**src/logic/boot_clk_map.vh**
```
// Purpose: Register map, encodings and counts for boot and clock select
// Assumes: APB slave, 32-bit data, one aligned word per register
// Notes:   Included by boot_clock_ctrl.v and by both testbench files
//
// Function
// - Wait 1024 slow RC cycles before first fetch
// - Slow RC drives system clock until boot ends
// - Separate enables: crystal bit7, fast bit4, slow bit2
// - Slow RC on, crystal off after boot
// - 34h, 14h, 3Ch select fast RC /2, /4, /8
// - 1Ch, 7Ch fast /16, /32; E4h slow undivided
// - Writable fast RC trim, nominal 16MHz target
// - Build-time slow choice: E4h, fast off, watchdog on
// - Calibration disabled: reset value, slow clock, watchdog on
// - Fast divided choices: watchdog off, both RC running
// - Unit 0 starts at 000h, unit 1 at 001h
// - Interrupt vector 010h for unit 0 only
// - Unit 1 disabled after reset; software enables later
// - Valid clock mode write switches clock once the output is low
`ifndef BOOT_CLK_MAP_VH
`define BOOT_CLK_MAP_VH

// ----------------------------------------------------------------
// Register offsets
// ----------------------------------------------------------------
`define OFS_CLKMD        12'h000
`define OFS_XTAL_CTRL    12'h004
`define OFS_TRIM         12'h008
`define OFS_UNIT_CTRL    12'h00C
`define OFS_STATUS       12'h010

// ----------------------------------------------------------------
// Field positions
// ----------------------------------------------------------------
`define BIT_XTAL_EN      7
`define BIT_FAST_EN      4
`define BIT_SLOW_EN      2
`define BIT_UNIT0_EN     0
`define BIT_UNIT1_EN     1
`define BIT_WDT_EN       2

// ----------------------------------------------------------------
// Clock mode encodings and reset values
// ----------------------------------------------------------------
`define CLKMD_FAST_D2    8'h34
`define CLKMD_FAST_D4    8'h14
`define CLKMD_FAST_D8    8'h3C
`define CLKMD_FAST_D16   8'h1C
`define CLKMD_FAST_D32   8'h7C
`define CLKMD_SLOW_D1    8'hE4
`define CLKMD_SEL_MASK   8'hEB
`define CLKMD_RST        8'hE4
`define XTAL_CTRL_RST    8'h00
`define TRIM_RST         8'h80
`define UNIT_CTRL_RST    3'h5

// Build-time calibration choices
`define CAL_FAST_D2      3'h0
`define CAL_FAST_D4      3'h1
`define CAL_FAST_D8      3'h2
`define CAL_FAST_D16     3'h3
`define CAL_FAST_D32     3'h4
`define CAL_SLOW         3'h5
`define CAL_DISABLE      3'h6

// Clock sources
`define SRC_SLOW         2'h0
`define SRC_FAST         2'h1
`define SRC_XTAL         2'h2

// ----------------------------------------------------------------
// Counts and addresses
// ----------------------------------------------------------------
`define BOOT_SLOW_CYCLES 1024
`define FAST_RC_TARGET_MHZ 16
`define UNIT0_RESET_PC   12'h000
`define UNIT1_RESET_PC   12'h001
`define UNIT0_INT_PC     12'h010

`endif

```
**src/logic/boot_clock_ctrl.v**
```verilog
// Purpose: Boot wait, unit release and system clock source selection
// Assumes: Oscillator outputs arrive as pins far slower than CLK_SYS
// Notes:   System clock out is rebuilt from sampled oscillator levels
`timescale 1ns/1ps
`include "boot_clk_map.vh"

module boot_clock_ctrl #(
    parameter       BOOT_CYCLES = `BOOT_SLOW_CYCLES,
    parameter [2:0] CAL_MODE    = `CAL_FAST_D16,
    parameter [7:0] CAL_TRIM    = `TRIM_RST
) (
    input  wire        CLK_SYS,          // 200 MHz system clock
    input  wire        RST_N,            // Power-on reset, sync, active low
    input  wire        PSEL,             // APB select
    input  wire        PENABLE,          // APB access phase
    input  wire        PWRITE,           // APB write
    input  wire [11:0] PADDR,            // APB byte address
    input  wire [31:0] PWDATA,           // APB write data
    output wire [31:0] PRDATA,           // APB read data
    output wire        PREADY,           // APB ready
    output wire        PSLVERR,          // APB error on unmapped address
    input  wire        SLOW_RC_CLK,      // Slow RC oscillator output
    input  wire        FAST_RC_CLK,      // Fast RC oscillator output
    input  wire        CRYSTAL_CLK,      // Crystal oscillator output
    output wire        SLOW_RC_EN,       // Slow RC oscillator enable
    output wire        FAST_RC_EN,       // Fast RC oscillator enable
    output wire        CRYSTAL_EN,       // Crystal oscillator enable
    output wire [7:0]  FAST_RC_TRIM,     // Fast RC frequency trim
    output wire        SYS_CLK_OUT,      // Selected and divided clock
    output wire        WDT_EN,           // Watchdog enable
    output wire        BOOT_DONE,        // Boot wait finished
    output wire        UNIT0_RUN,        // Unit 0 may fetch
    output wire        UNIT1_RUN,        // Unit 1 may fetch
    output wire [11:0] UNIT0_START_PC,   // Unit 0 start address
    output wire [11:0] UNIT1_START_PC,   // Unit 1 start address
    input  wire        IRQ_REQ,          // Interrupt request from peripherals
    output wire        UNIT0_INT_TAKE,   // Unit 0 takes interrupt
    output wire [11:0] UNIT0_INT_PC      // Unit 0 interrupt vector
);

    // ------------------------------------------------------------
    // Oscillator sampling and edge detection
    // ------------------------------------------------------------
    wire [2:0] osc_sync;
    reg  [2:0] osc_prev_r;
    wire [2:0] osc_rise;

    sync_2ff #(
        .WIDTH (3)
    ) u_osc_sync (
        .CLK_SYS (CLK_SYS),
        .RST_N   (RST_N),
        .D       ({CRYSTAL_CLK, FAST_RC_CLK, SLOW_RC_CLK}),
        .Q       (osc_sync)
    );

    always @(posedge CLK_SYS) begin
        if (!RST_N) begin
            osc_prev_r <= 3'h0;
        end else begin
            osc_prev_r <= osc_sync;
        end
    end

    // Rising edges of the sampled oscillator levels
    assign osc_rise = osc_sync & ~osc_prev_r;

    // ------------------------------------------------------------
    // Boot wait
    // ------------------------------------------------------------
    reg [10:0] boot_cnt_r;
    reg        boot_done_r;
    wire       boot_end;

    assign boot_end = !boot_done_r && osc_rise[`SRC_SLOW] &&
                      (boot_cnt_r == BOOT_CYCLES[10:0] - 11'h001);

    always @(posedge CLK_SYS) begin
        if (!RST_N) begin
            boot_cnt_r  <= 11'h000;
            boot_done_r <= 1'b0;
        end else if (boot_end) begin
            boot_done_r <= 1'b1;
        end else if (!boot_done_r && osc_rise[`SRC_SLOW]) begin
            boot_cnt_r  <= boot_cnt_r + 11'h001;
        end
    end

    // ------------------------------------------------------------
    // Clock mode decode
    // ------------------------------------------------------------
    // Returns {valid, source[1:0], half_divide[4:0]}; half 0 means /1
    // Enable bits are masked so a switch may keep the old oscillator on
    function [7:0] decode_clkmd;
        input [7:0] val;
        reg   [7:0] sel;
        begin
            sel = val & `CLKMD_SEL_MASK;
            case (sel)
                (`CLKMD_FAST_D2 & `CLKMD_SEL_MASK):  decode_clkmd = {1'b1, `SRC_FAST, 5'd1};
                (`CLKMD_FAST_D4 & `CLKMD_SEL_MASK):  decode_clkmd = {1'b1, `SRC_FAST, 5'd2};
                (`CLKMD_FAST_D8 & `CLKMD_SEL_MASK):  decode_clkmd = {1'b1, `SRC_FAST, 5'd4};
                (`CLKMD_FAST_D16 & `CLKMD_SEL_MASK): decode_clkmd = {1'b1, `SRC_FAST, 5'd8};
                (`CLKMD_FAST_D32 & `CLKMD_SEL_MASK): decode_clkmd = {1'b1, `SRC_FAST, 5'd16};
                (`CLKMD_SLOW_D1 & `CLKMD_SEL_MASK):  decode_clkmd = {1'b1, `SRC_SLOW, 5'd0};
                default:         decode_clkmd = 8'h00;
            endcase
        end
    endfunction

    // Clock mode loaded when boot ends, per build-time choice
    function [7:0] boot_clkmd;
        input [2:0] mode;
        begin
            case (mode)
                `CAL_FAST_D2:  boot_clkmd = `CLKMD_FAST_D2;
                `CAL_FAST_D4:  boot_clkmd = `CLKMD_FAST_D4;
                `CAL_FAST_D8:  boot_clkmd = `CLKMD_FAST_D8;
                `CAL_FAST_D16: boot_clkmd = `CLKMD_FAST_D16;
                `CAL_FAST_D32: boot_clkmd = `CLKMD_FAST_D32;
                `CAL_SLOW:     boot_clkmd = `CLKMD_SLOW_D1;
                default:       boot_clkmd = `CLKMD_RST;
            endcase
        end
    endfunction

    // ------------------------------------------------------------
    // APB register file
    // ------------------------------------------------------------
    reg  [7:0]  clkmd_r;
    reg  [7:0]  xtal_ctrl_r;
    reg  [7:0]  trim_r;
    reg  [2:0]  unit_ctrl_r;
    reg  [31:0] prdata_r;
    reg  [31:0] prdata_nxt;
    reg         hit;
    wire        wr_acc;
    wire        rd_acc;
    wire        wr_clkmd;
    wire [7:0]  dec_wr;
    wire [7:0]  dec_boot;
    wire        fast_div_boot;
    wire [7:0]  status;

    assign wr_acc   = PSEL && PENABLE && PWRITE;
    assign rd_acc   = PSEL && PENABLE && !PWRITE;
    assign wr_clkmd = wr_acc && (PADDR == `OFS_CLKMD);
    assign dec_wr   = decode_clkmd(PWDATA[7:0]);
    assign dec_boot = decode_clkmd(boot_clkmd(CAL_MODE));
    assign fast_div_boot = (CAL_MODE <= `CAL_FAST_D32);

    // Address hit for the five mapped words
    always @* begin
        case (PADDR)
            `OFS_CLKMD, `OFS_XTAL_CTRL, `OFS_TRIM,
            `OFS_UNIT_CTRL, `OFS_STATUS: hit = 1'b1;
            default:                     hit = 1'b0;
        endcase
    end

    always @(posedge CLK_SYS) begin
        if (!RST_N) begin
            clkmd_r     <= `CLKMD_RST;
            xtal_ctrl_r <= `XTAL_CTRL_RST;
            trim_r      <= `TRIM_RST;
            unit_ctrl_r <= `UNIT_CTRL_RST;
        end else if (boot_end) begin
            // Boot load wins over a write in the same cycle
            clkmd_r <= boot_clkmd(CAL_MODE);
            if (CAL_MODE != `CAL_DISABLE) begin
                trim_r <= CAL_TRIM;
            end
            unit_ctrl_r[`BIT_WDT_EN] <= !fast_div_boot;
        end else if (wr_acc) begin
            case (PADDR)
                `OFS_CLKMD:     clkmd_r     <= PWDATA[7:0];
                `OFS_XTAL_CTRL: xtal_ctrl_r <= PWDATA[7:0];
                `OFS_TRIM:      trim_r      <= PWDATA[7:0];
                `OFS_UNIT_CTRL: unit_ctrl_r <= PWDATA[2:0];
                default: begin
                end
            endcase
        end
    end

    // ------------------------------------------------------------
    // Read path
    // ------------------------------------------------------------
    always @* begin
        case (PADDR)
            `OFS_CLKMD:     prdata_nxt = {24'h000000, clkmd_r};
            `OFS_XTAL_CTRL: prdata_nxt = {24'h000000, xtal_ctrl_r};
            `OFS_TRIM:      prdata_nxt = {24'h000000, trim_r};
            `OFS_UNIT_CTRL: prdata_nxt = {29'h00000000, unit_ctrl_r};
            `OFS_STATUS:    prdata_nxt = {24'h000000, status};
            default:        prdata_nxt = 32'h00000000;
        endcase
    end

    // Read data registered in the setup cycle, held through access
    always @(posedge CLK_SYS) begin
        if (!RST_N) begin
            prdata_r <= 32'h00000000;
        end else if (PSEL && !PENABLE && !PWRITE) begin
            prdata_r <= prdata_nxt;
        end
    end

    assign PRDATA  = prdata_r;
    assign PREADY  = 1'b1;
    assign PSLVERR = (wr_acc || rd_acc) && !hit;

    // ------------------------------------------------------------
    // Source selection and divider
    // ------------------------------------------------------------
    reg [1:0] sel_src_r;
    reg [4:0] sel_half_r;
    reg [1:0] req_src_r;
    reg [4:0] req_half_r;
    reg [4:0] div_cnt_r;
    reg       clk_out_r;
    reg       lvl_arm_r;
    wire      pending;
    wire      src_lvl;
    wire      src_rise;

    // A new request waits here until the output is low
    assign pending  = (req_src_r != sel_src_r) || (req_half_r != sel_half_r);
    assign src_lvl  = osc_sync[sel_src_r];
    assign src_rise = osc_rise[sel_src_r];

    // Requested selection follows valid writes and the boot load
    always @(posedge CLK_SYS) begin
        if (!RST_N) begin
            req_src_r  <= `SRC_SLOW;
            req_half_r <= 5'd0;
        end else if (boot_end && dec_boot[7]) begin
            req_src_r  <= dec_boot[6:5];
            req_half_r <= dec_boot[4:0];
        end else if (wr_clkmd && dec_wr[7]) begin
            req_src_r  <= dec_wr[6:5];
            req_half_r <= dec_wr[4:0];
        end
    end

    // Switch only while output is low so no high pulse is cut short;
    // an undivided source is followed only after its next low phase
    always @(posedge CLK_SYS) begin
        if (!RST_N) begin
            sel_src_r  <= `SRC_SLOW;
            sel_half_r <= 5'd0;
            div_cnt_r  <= 5'd0;
            clk_out_r  <= 1'b0;
            lvl_arm_r  <= 1'b0;
        end else if (pending && !clk_out_r) begin
            sel_src_r  <= req_src_r;
            sel_half_r <= req_half_r;
            div_cnt_r  <= 5'd0;
            lvl_arm_r  <= 1'b0;
        end else if (sel_half_r == 5'd0) begin
            clk_out_r  <= src_lvl && lvl_arm_r;
            lvl_arm_r  <= lvl_arm_r || !src_lvl;
        end else if (src_rise) begin
            if (div_cnt_r == sel_half_r - 5'd1) begin
                div_cnt_r <= 5'd0;
                clk_out_r <= !clk_out_r;
            end else begin
                div_cnt_r <= div_cnt_r + 5'd1;
            end
        end
    end

    assign SYS_CLK_OUT = clk_out_r;

    // ------------------------------------------------------------
    // Status and outputs
    // ------------------------------------------------------------
    // Bit 7 watchdog, bits 6:2 half divider, bit 1 not slow, bit 0 boot done
    assign status[7]   = unit_ctrl_r[`BIT_WDT_EN];
    assign status[6:2] = sel_half_r;
    assign status[1]   = sel_src_r[0] | sel_src_r[1];
    assign status[0]   = boot_done_r;

    // Enables follow the raw register bits, reserved codes too
    assign SLOW_RC_EN   = clkmd_r[`BIT_SLOW_EN];
    assign FAST_RC_EN   = clkmd_r[`BIT_FAST_EN];
    assign CRYSTAL_EN   = xtal_ctrl_r[`BIT_XTAL_EN];
    assign FAST_RC_TRIM = trim_r;
    assign WDT_EN       = unit_ctrl_r[`BIT_WDT_EN];
    assign BOOT_DONE    = boot_done_r;

    assign UNIT0_RUN = boot_done_r && unit_ctrl_r[`BIT_UNIT0_EN];
    assign UNIT1_RUN = boot_done_r && unit_ctrl_r[`BIT_UNIT1_EN];
    assign UNIT0_START_PC = `UNIT0_RESET_PC;
    assign UNIT1_START_PC = `UNIT1_RESET_PC;

    // ------------------------------------------------------------
    // Interrupt entry
    // ------------------------------------------------------------
    // Unit 1 has no interrupt path at all
    assign UNIT0_INT_TAKE = IRQ_REQ && UNIT0_RUN;
    assign UNIT0_INT_PC   = `UNIT0_INT_PC;

endmodule

```
**src/logic/sync_2ff.v**
```verilog
// Purpose: Two-flop synchroniser for a group of unrelated levels
// Assumes: Each bit changes independently of the others
// Notes:   Only the second stage is visible outside
`timescale 1ns/1ps

module sync_2ff #(
    parameter WIDTH = 3
) (
    input  wire             CLK_SYS,   // System clock
    input  wire             RST_N,     // Synchronous reset, active low
    input  wire [WIDTH-1:0] D,         // Asynchronous levels
    output wire [WIDTH-1:0] Q          // Synchronised levels
);

    reg [WIDTH-1:0] meta_r;
    reg [WIDTH-1:0] sync_r;

    always @(posedge CLK_SYS) begin
        if (!RST_N) begin
            meta_r <= {WIDTH{1'b0}};
            sync_r <= {WIDTH{1'b0}};
        end else begin
            meta_r <= D;
            sync_r <= meta_r;
        end
    end

    assign Q = sync_r;

endmodule

```
**config.mk**
```make
export PLATFORM = sky130hd
export DESIGN_NAME = boot_clock_ctrl
export DESIGN_NICKNAME = d
export VERILOG_FILES = /design/src/logic/boot_clock_ctrl.v /design/src/logic/sync_2ff.v
export VERILOG_INCLUDE_DIRS = /design/src /design/src/logic
export SDC_FILE = /design/constraint.sdc
export NUM_CORES = 1
export LEC_CHECK = 0
export BUFFER_PORTS_ARGS = -buffer_cell sky130_fd_sc_hd__buf_2
export CAP_MARGIN = 20
export CORE_ASPECT_RATIO = 2
export CORE_UTILIZATION = 55
export DETAILED_ROUTE_END_ITERATION = 12
export GPL_ROUTABILITY_DRIVEN = 0
export PLACE_DENSITY = 0.86
export SYNTH_ARGS = -nofsm -noshare
export SYNTH_HDL_FRONTEND = slang
export SYNTH_HIERARCHICAL = 1
export SYNTH_SLANG_ARGS = --single-unit
```
**constraint.sdc**
```tcl
create_clock -name CLK_SYS -period 3.32 [get_ports CLK_SYS]
set_clock_uncertainty 0.1 [all_clocks]
set_input_delay 0.332 -clock CLK_SYS [delete_from_list [all_inputs] [get_ports CLK_SYS]]
set_output_delay 0.332 -clock CLK_SYS [all_outputs]
set_load 0.01 [all_outputs]
```
==> run metrics, run 1 <==
Pre-Repair DR Iteration Count 5; hold path start FAST_RC_CLK; Crit Path Class reg2reg; cts repair resizes 0; r2r setup slk 0.82 ns; via/cell ratio 5.69; Placed Instances 589; FF-to-FF path depth 5; routing usage on met2 44.6%; critical path endpoint category register; WHS Endpoint u_osc_sync/meta_r[1]$_SDFF_PN0_; max-slew violation count 0; Storage cell area 1440 um^2; iteration-0 DRC count of the detailed router 126; Syn. warnings 6; critical path data arrival time 2.60 ns; Worst Hold Depth 2; fillers 637; met3 Track Usage GR 6.23%; Global Route met1 Usage 23.1%; startpoint types register; GRT busiest layer met2; worst slew pin tran 0.784 ns; Port Buffers 53; P_leak 0.00195 uW; IR drop worst, VDD 0.408 mV; GRT overflow 0; Power Total 1860 uW; post-DR wirelength/cell 15.5 um; Rel. slew slack 47.7%; Top-Level Pins 140; starting density of the core 56.8%; reg2reg start u_osc_sync/Q[0]$_SDFF_PN0_; Die Ht 124 um; Mapped Cells 467; Fin Setup TNS 0 ns; status finished, final reports clean; CTS buffer count 9; Hold Vio Cnt, Final 0; Clock Latency Late Sink 0.34 ns; r2r endpoint FAST_RC_TRIM[1]$_SDFFE_PP0P_; f_max 401 MHz; Final ANT Viol Nets 0; final std cells w/o fill 604; final period utilization 75.2%; layout cells sized above 1 16.0%; clk sinks 72; hold_buf cts 0; worst-path maximum fanout 13; PD cells 420 nW/um^2; worst path required time 3.42 ns; global-route wire length before repair 14900 um; max-cap violation count 0; Die ar. 7820 um^2; DP Wirelength 7010 um; area grow syn2layout 8.34%; Netlist Area Pre-Place 4100 um^2; hold_ws 0.102 ns; H-tree depth reported by CTS 3; DRC 0; min-delay worst type in2reg; die span in x 63.0 um; largest net degree at the start of global routing 34; CTS tree yes; WL final 9390 um; clock-pin slew on the worst setup and hold paths 0.05 ns; vias in the first global route 3179; Post-CTS Setup Bufs 0; Tot GR Track Use 24.8%; area of the multi-input gates 2300 um^2; minimum clock period 2.50 ns; antenna violations before repair 1; endpoints failing setup 0; Clock Tree Buf Depth 2; final core occ 61.5%; Core ar. 7210 um^2; root buffer cell clkbuf_16; syn_area_per_cell 8.77 um^2; RSZ-0062 raised after global routing no; fin nets 564; vias 3438; FP Rows 44
-- report_power, final --
group	switching [uW]	leakage (uW)	internal, uW	total, uW
clock network	343	0.000126	517	860
registers	4.71	0.000582	871	876
logic	90.0	0.00124	38.3	128
-- cells in the final DEF (no fill, tap or decap), drive strengths merged, types with 2 or more instances in the layout --
cell,count
nor3b,5
mux2i,44
xnor2,9
o21a,2
and3,4
nand2,26
a31oi,3
or3,6
o21ai,18
a21oi,8
nor4,8
nand2b,4
o22ai,3
inv,6
nor2b,18
a22oi,6
nand3b,4
clkbuf,13
or4,3
xor2,9
o211a,2
nand4,2
and2,19
or3b,2
nor3,9
mux2,4
a21boi,8
a311oi,2
o21bai,2
buf,58
nor2,28
or2,3
conb,61
nand3,14
o2bb2ai,5
dfxtp,72
ha,3
a32oi,5
-- per-layer routing --
| metal | share of wire, % | up-vias |
|---|---|---|
| met4 | 6.1 | 0 |
| met3 | 5.5 | 50 |
| met2 | 54 | 180 |
| li1 | - | 1592 |
| met1 | 34 | 1616 |
| met5 | 0 | - |
-- worst max-delay path: stages (launching register included) --
cell     delay, ns
dfxtp_1       0.43
nor3b_1       0.50
nor2b_1       0.41
nand3_1       0.31
nand2_1       0.49
nor2_1        0.11
-- through the flow --
step                instance area, um^2  setup WS, ns
floorplan                          4320         0.982
global placement                   4180         0.679
detailed placement                 4180         0.643
CTS                                4430         0.865
global route                       4440         0.670
finish                             4440         0.824
-- worst max path at each step --
stage	startpoint	endpoint	depth (start not counted)
3_3_place_gp	PADDR[11]	xtal_ctrl_r[5]$_SDFFE_PN0P_	6
4_1_cts	u_osc_sync/Q[0]$_SDFF_PN0_	FAST_RC_TRIM[1]$_SDFFE_PP0P_	5
6_report	u_osc_sync/Q[0]$_SDFF_PN0_	FAST_RC_TRIM[1]$_SDFFE_PP0P_	5
5_1_grt	u_osc_sync/Q[0]$_SDFF_PN0_	FAST_RC_TRIM[1]$_SDFFE_PP0P_	5
3_5_place_dp	PADDR[11]	xtal_ctrl_r[2]$_SDFFE_PN0P_	6
2_1_floorplan	PADDR[11]	xtal_ctrl_r[0]$_SDFFE_PN0P_	5
-- area by class of cell --
| class | count | share of cell area, % |
|---|---|---|
| diodes | 1 | 0.0564 |
| clock buffers | 13 | 5.64 |
| clock inverters | 1 | 0.113 |
| inverters | 6 | 0.508 |
| multi-input cells | 361 | 51.8 |
| flip-flops and latches | 72 | 32.5 |
| well taps | 92 | 2.59 |
| repair buffers | 58 | 6.82 |
-- flip-flops by register name, indices dropped and copies added (netlist names) --
signal             flops
BOOT_DONE              1
FAST_RC_TRIM           8
PRDATA                 8
SYS_CLK_OUT            1
boot_cnt_r            11
clkmd_r                8
div_cnt_r              5
lvl_arm_r              1
osc_prev_r             2
req_half_r             5
req_src_r              1
sel_half_r             5
sel_src_r              1
u_osc_sync/Q           2
u_osc_sync/meta_r      2
unit_ctrl_r            3
xtal_ctrl_r            8
Power figures use the tool's default switching activity.
==> inputs of run 2 (changes only) <==
Settings changed: CORE_UTILIZATION 55 to 51, PLACE_DENSITY 0.86 to 0.81.
Clock period 3.32 ns to 2.5 ns, I/O delays scaled along.
==> run 2 against run 1 <==
  * Die area up 7.7%
  * Count of clock-buffer cells in the layout up 2
  * Power up 35%
  * Fmax up 10%
==> run metrics, run 2 (synthesis gave the netlist of run 1 again) <==
Final ANT Viol Nets 0 (unchanged); via/cell ratio 5.53 (was 5.69); RSZ-0062 raised after global routing no (unchanged); FP Rows 45 (was 44); post-DR wirelength/cell 15.5 um (about the same); final period utilization 90.8% (was 75.2%); P_leak 0.00201 uW (was 0.00195 uW); f_max 441 MHz (was 401 MHz); worst-path maximum fanout 11 (was 13); DP Wirelength 7070 um (was 7010 um); family with the most delay on the worst path simple AND/OR/NAND/NOR gates (unchanged); Die Ht 129 um (was 124 um); worst slew pin tran 0.761 ns (was 0.784 ns); FF-to-FF path depth 7 (was 5); Core ar. 7660 um^2 (was 7210 um^2); fin nets 575 (was 564); Pre-Repair DR Iteration Count 4 (was 5); Worst path slowest cell or4_1 (was nor3b_1); min-delay worst type in2reg (unchanged); clk sinks 72 (unchanged); cts repair resizes 0 (unchanged); Largest register FFs 11 (unchanged); critical path data arrival time 2.44 ns (was 2.60 ns); Port Buffers 53 (unchanged); Clock Tree Buf Depth 2 (unchanged); clock-pin slew on the worst setup and hold paths 0.06 ns (was 0.05 ns); r2r setup slk 0.23 ns (was 0.82 ns); Top-Level Pins 140 (unchanged); global-route wire length before repair 15600 um (was 14900 um); Storage cell area 1440 um^2 (unchanged); max-cap violation count 0 (unchanged); CTS buffer count 9 (unchanged); startpoint types register (unchanged); worst path required time 2.67 ns (was 3.42 ns); n_diodes 0 (was 1); Worst Hold Depth 2 (unchanged); WL final 9530 um (was 9390 um); iteration-0 DRC count of the detailed router 146 (was 126); Hold Vio Cnt, Final 0 (unchanged); Rel. slew slack 49.2% (was 47.7%); CP max stage delay 0.59 ns (was 0.50 ns); vias 3412 (was 3438); DRC 0 (unchanged); most common cell after layout, fill and taps aside dfxtp_1 (unchanged); antenna violations before repair 0 (was 1); hold path start SLOW_RC_CLK (was FAST_RC_CLK); die span in x 65.4 um (was 63.0 um); CTS tree yes (unchanged); area grow syn2layout 11.0% (was 8.34%); minimum clock period 2.27 ns (was 2.50 ns); vias in the first global route 3266 (was 3179); max-slew violation count 0 (unchanged); largest net degree at the start of global routing 26 (was 34); root buffer cell clkbuf_16 (unchanged); CP Buf/Inv Count 2 (was 0); critical path endpoint category register (unchanged); reg2reg start sel_half_r[1]$_SDFFE_PN0P_ (was u_osc_sync/Q[0]$_SDFF_PN0_); fillers 677 (was 637); Tot GR Track Use 24.3% (was 24.8%); starting density of the core 53.5% (was 56.8%); Die ar. 8410 um^2 (was 7820 um^2); Clock Latency Late Sink 0.34 ns (about the same); most flop-heavy register boot_cnt_r (unchanged); commonest non-fill, non-tap cells in the layout 72 x dfxtp_1, 61 x conb_1, 53 x buf_2 (unchanged); IR drop worst, VDD 0.534 mV (was 0.408 mV); layout cells sized above 1 17.8% (was 16.0%); H-tree depth reported by CTS 3 (unchanged); final core occ 59.3% (was 61.5%); r2r endpoint div_cnt_r[4]$_SDFFE_PP0P_ (was FAST_RC_TRIM[1]$_SDFFE_PP0P_); WHS Endpoint u_osc_sync/meta_r[0]$_SDFF_PN0_ (was u_osc_sync/meta_r[1]$_SDFF_PN0_); GRT overflow 0 (unchanged); status finished, final reports clean (unchanged); endpoints failing setup 0 (unchanged); Crit Path Class reg2reg (unchanged); Fin Setup TNS 0 ns (unchanged); hold_buf cts 0 (unchanged); Post-CTS Setup Bufs 0 (unchanged); PD cells 555 nW/um^2 (was 420 nW/um^2); area of the multi-input gates 2300 um^2 (unchanged); crit-path cells inv_1 > ha_1 > nor4b_1 > buf_4 > o21bai_1 > or4_1 > a31oi_1 (was nor3b_1 > nor2b_1 > nand3_1 > nand2_1 > nor2_1)
[run 2: changes by cell type in the layout (fill, tap and decap cells not counted), sizes merged]
cell | previous run | this run
diode | 1 | 0
clkbuf | 13 | 15
buf | 58 | 69
clkinv | 1 | 0
[run 2: power by group]
part / leakage (uW) / total (uW) / switching [uW] / internal [uW]
Sequential: 0.000582 / 1160 / 6.12 / 1160
Clock: 0.000130 / 1180 / 461 / 722
Combinational: 0.00130 / 176 / 121 / 55.6
Total: 0.00201 / 2520 / 588 / 1930
[run 2: how the worst max path moves through the flow]
stage               cells past startpoint                       start                           to  slack, ns
global placement                        7                   PADDR[11]  xtal_ctrl_r[4]$_SDFFE_PN0P_       0.17
detailed placement                      7                   PADDR[11]  unit_ctrl_r[0]$_SDFFE_PN1P_       0.12
global route                            7  sel_half_r[1]$_SDFFE_PN0P_    div_cnt_r[4]$_SDFFE_PP0P_       0.08
finish                                  7  sel_half_r[1]$_SDFFE_PN0P_    div_cnt_r[4]$_SDFFE_PP0P_       0.23
CTS                                     7  sel_half_r[1]$_SDFFE_PN0P_    div_cnt_r[4]$_SDFFE_PP0P_       0.23
floorplan                               5                   PADDR[11]  xtal_ctrl_r[0]$_SDFFE_PN0P_       0.24
[run 2: layout make-up]
type | count | area share (%)
clock buffers | 15 | 5.89
inverters | 6 | 0.496
multi-input cells | 361 | 50.6
flip-flops and latches | 72 | 31.7
well taps | 94 | 2.59
repair buffers | 69 | 8.76
[run 2: stage by stage]
step / cell area, um^2 / cells / worst slack, ns / power, uW / hold slack, ns
after floorplan: 4320 / 526 / 0.244 / 1380 / 0.272
after global placement: 4280 / 602 / 0.174 / 1360 / 0.318
after detailed placement: 4280 / 602 / 0.125 / 1360 / 0.324
after CTS: 4540 / 617 / 0.233 / 2530 / 0.0118
after global routing: 4540 / 617 / 0.0766 / 2600 / 0.0107
final: 4540 / 617 / 0.230 / 2520 / 0.0179
[run 2: routing by layer]
| metal | share of wire [%] | wire, um | GRT usage [%] |
|---|---|---|---|
| met5 | 0 | 0 | 0 |
| met4 | 4.4 | 420 | 15.5 |
| met2 | 55 | 5250 | 44.0 |
| met3 | 4.5 | 430 | 5.85 |
| met1 | 36 | 3430 | 23.9 |
==> inputs of run 3 (changes only) <==
Settings changed: BUFFER_PORTS_ARGS -buffer_cell sky130_fd_sc_hd__buf_2 to not set, CORE_UTILIZATION 51 to 55, DONT_BUFFER_PORTS set to 1, PLACE_DENSITY 0.81 to 0.7.
==> run 3 against run 2 <==
  * Combinational power down 20%
  * Final cell count down 7.0%
  * First-iteration DRC count down 31%
  * Final area down 1.9%
  * Sequential power about the same
  * Power up 6.6%
  * Count of clock-buffer cells in the layout down 5
  * Fmax down 6.2%
  * Clock power up 17%
  * Register-to-register slack worse by 0.11 ns
  * Worst hold slack worse by 0.011 ns
  * Core utilization up 2.5 points
  * Critical path type is now in2reg
  * Critical endpoint is now unit_ctrl_r[0]$_SDFFE_PN1P_
  * Largest power group unchanged
==> run metrics, run 3 (synthesis gave the netlist of run 1 again) <==
status finished, final reports clean (unchanged); hold path start PWDATA[4] (was SLOW_RC_CLK); IR drop worst, VDD 0.430 mV (was 0.534 mV); max-cap violation count 0 (unchanged); worst-path maximum fanout 3 (was 11); min-delay worst type in2reg (unchanged); Hold Vio Cnt, Final 0 (unchanged); via/cell ratio 5.57 (was 5.53); n_diodes 0 (unchanged); Die Ht 124 um (was 129 um); Die ar. 7820 um^2 (was 8410 um^2); Pre-Repair DR Iteration Count 6 (was 4); switching pwr 588 uW (about the same); Fin Setup TNS 0 ns (unchanged); CTS tree yes (unchanged); worst slew pin tran 0.756 ns (was 0.761 ns); Core ar. 7210 um^2 (was 7660 um^2); final period utilization 96.8% (was 90.8%); crit-path cells or4_4 > or4_4 > a311oi_2 > buf_4 > mux2i_1 > nand2_1 > dlygate4sd3_1 (was inv_1 > ha_1 > nor4b_1 > buf_4 > o21bai_1 > or4_1 > a31oi_1); Finished Cell Area 4460 um^2 (was 4540 um^2); PD cells 603 nW/um^2 (was 555 nW/um^2); WHS Endpoint xtal_ctrl_r[4]$_SDFFE_PN0P_ (was u_osc_sync/meta_r[0]$_SDFF_PN0_); die span in x 63.0 um (was 65.4 um); CP max stage delay 0.55 ns (was 0.59 ns); DRC 0 (unchanged); antenna violations before repair 0 (unchanged); RSZ-0062 raised after global routing no (unchanged); r2r setup slk 0.12 ns (was 0.23 ns); largest net degree at the start of global routing 53 (was 26); switching share of power 21.9% (was 23.3%); reg2reg start u_osc_sync/Q[0]$_SDFF_PN0_ (was sel_half_r[1]$_SDFFE_PN0P_); GRT overflow 0 (unchanged); register share of total power 43.3% (was 46.1%); uppermost layer routed met4 (unchanged); CP Buf/Inv Count 2 (unchanged); Top-Level Pins 140 (unchanged); Port Buffers 0 (was 53); most frequent CP cell or4_4; WL met1 3550 um (was 3430 um); Final ANT Viol Nets 0 (unchanged); dpl cell area 4000 um^2 (was 4280 um^2); critical path endpoint category register (unchanged); routed wl met3 340 um (was 430 um); area grow syn2layout 8.83% (was 11.0%); most flop-heavy register boot_cnt_r (unchanged); Crit Path Class in2reg (was reg2reg); minimum clock period 2.42 ns (was 2.27 ns); iteration-0 DRC count of the detailed router 101 (was 146); Worst path slowest cell dlygate4sd3_1 (was or4_1); Clock Tree Buf Depth 2 (unchanged); met2 routed WL 5140 um (was 5250 um); Worst Hold Depth 2 (unchanged); WL final 9570 um (was 9530 um); FP Rows 44 (was 45); post-DR wirelength/cell 16.7 um (was 15.5 um); Rel. slew slack 49.5% (was 49.2%); max-slew violation count 0 (unchanged); fin nets 534 (was 575); endpoints failing setup 0 (unchanged); most common cell after layout, fill and taps aside dfxtp_1 (unchanged); cell-internal power 2100 uW (was 1930 uW); f_max 413 MHz (was 441 MHz); critical path data arrival time 2.54 ns (was 2.44 ns); hold_ws 0.00649 ns (was 0.0179 ns); vias 3197 (was 3412); clk sinks 72 (unchanged); r2r endpoint unit_ctrl_r[0]$_SDFFE_PN1P_ (was div_cnt_r[4]$_SDFFE_PP0P_); layout cells sized above 1 9.96% (was 17.8%); H-tree depth reported by CTS 3 (unchanged); CTS buffer count 9 (unchanged); clock-pin slew on the worst setup and hold paths 0.06 ns (about the same); power share of the clock group 51.4% (was 46.9%); Tot GR Track Use 25.3% (was 24.3%); root buffer cell clkbuf_16 (unchanged); commonest non-fill, non-tap cells in the layout 71 x dfxtp_1, 61 x conb_1, 44 x mux2i_1 (was 72 x dfxtp_1, 61 x conb_1, 53 x buf_2); worst path required time 2.62 ns (was 2.67 ns); P_leak 0.00184 uW (was 0.00201 uW); Comb power frac 5.3% (was 7.0%); global-route wire length before repair 15000 um (was 15600 um); family with the most delay on the worst path simple AND/OR/NAND/NOR gates (unchanged); DP Wirelength 6860 um (was 7070 um); FF-to-FF path depth 9 (was 7); Power Total 2690 uW (was 2520 uW); startpoint types input port (was register); starting density of the core 56.8% (was 53.5%); vias in the first global route 3061 (was 3266); Clock Latency Late Sink 0.33 ns (was 0.34 ns); Largest register FFs 11 (unchanged)
-- run 3: cell count changes in the layout (fill, tap and decap cells not counted), sizes merged --
cell	change
clkinv	+2
dlygate4sd3	+11
buf	-52
clkinvlp	+1
clkbuf	-5
bufinv	+2
-- run 3: final cells by class --
type                       count  area (um^2)
fill                         626         2760
multi-input combinational    361         2310
sequential                    72         1440
timing repair buffer          28          250
clock buffer                  10          239
tap                           92          115
clock inverter                 5         81.3
inverter                       6         22.5
-- run 3: worst max path at each step --
stage / from / end / slack, ns / depth (start not counted)
floorplan: PADDR[11] / xtal_ctrl_r[0]$_SDFFE_PN0P_ / 0.24 / 5
global placement: PADDR[11] / xtal_ctrl_r[5]$_SDFFE_PN0P_ / 0.28 / 6
detailed placement: sel_half_r[1]$_SDFFE_PN0P_ / div_cnt_r[4]$_SDFFE_PP0P_ / 0.23 / 7
CTS: PADDR[11] / unit_ctrl_r[0]$_SDFFE_PN1P_ / 0.05 / 7
global route: boot_cnt_r[0]$_SDFFE_PN0P_ / boot_cnt_r[3]$_SDFFE_PN0P_ / 0.01 / 6
finish: PADDR[11] / unit_ctrl_r[0]$_SDFFE_PN1P_ / 0.08 / 7
-- run 3: timing repair --
item                       4_1_cts  5_1_grt
resized for setup                0        3
hold buffers                    12        0
buffers inserted                 0        0
setup endpoints to repair        0        1
hold endpoints to repair        61        0
-- run 3: stage by stage --
| stage | cells | utilization, % | setup WS (ns) |
|---|---|---|---|
| floorplan | 526 | - | 0.244 |
| global placement | 547 | 55.4 | 0.279 |
| detailed placement | 547 | 55.4 | 0.230 |
| CTS | 574 | 61.7 | 0.0526 |
| global route | 574 | 61.8 | 0.0148 |
| finish | 574 | 61.8 | 0.0808 |
-- run 3: metal layers --
layer	GRT usage, %	vias to the layer above
met5	0	-
met4	19.8	0
met3	4.85	34
met2	45.2	94
met1	25.3	1531
li1	-	1538
-- run 3: worst reg2reg max path, stage by stage (launching register included) --
cell,delay [ns]
dfxtp_2,0.35
nor3b_1,0.14
buf_4,0.14
nor2b_1,0.15
buf_4,0.16
a311oi_2,0.26
buf_4,0.17
mux2i_1,0.18
nand2_1,0.06
dlygate4sd3_1,0.55
-- run 3: power groups by stage --
stage	clock network [uW]	registers, uW	logic [uW]
finish	1380	1160	141
floorplan	0	1190	190
global placement	0	1190	106
detailed placement	0	1190	108
global route	1450	1160	157
CTS	1400	1160	138
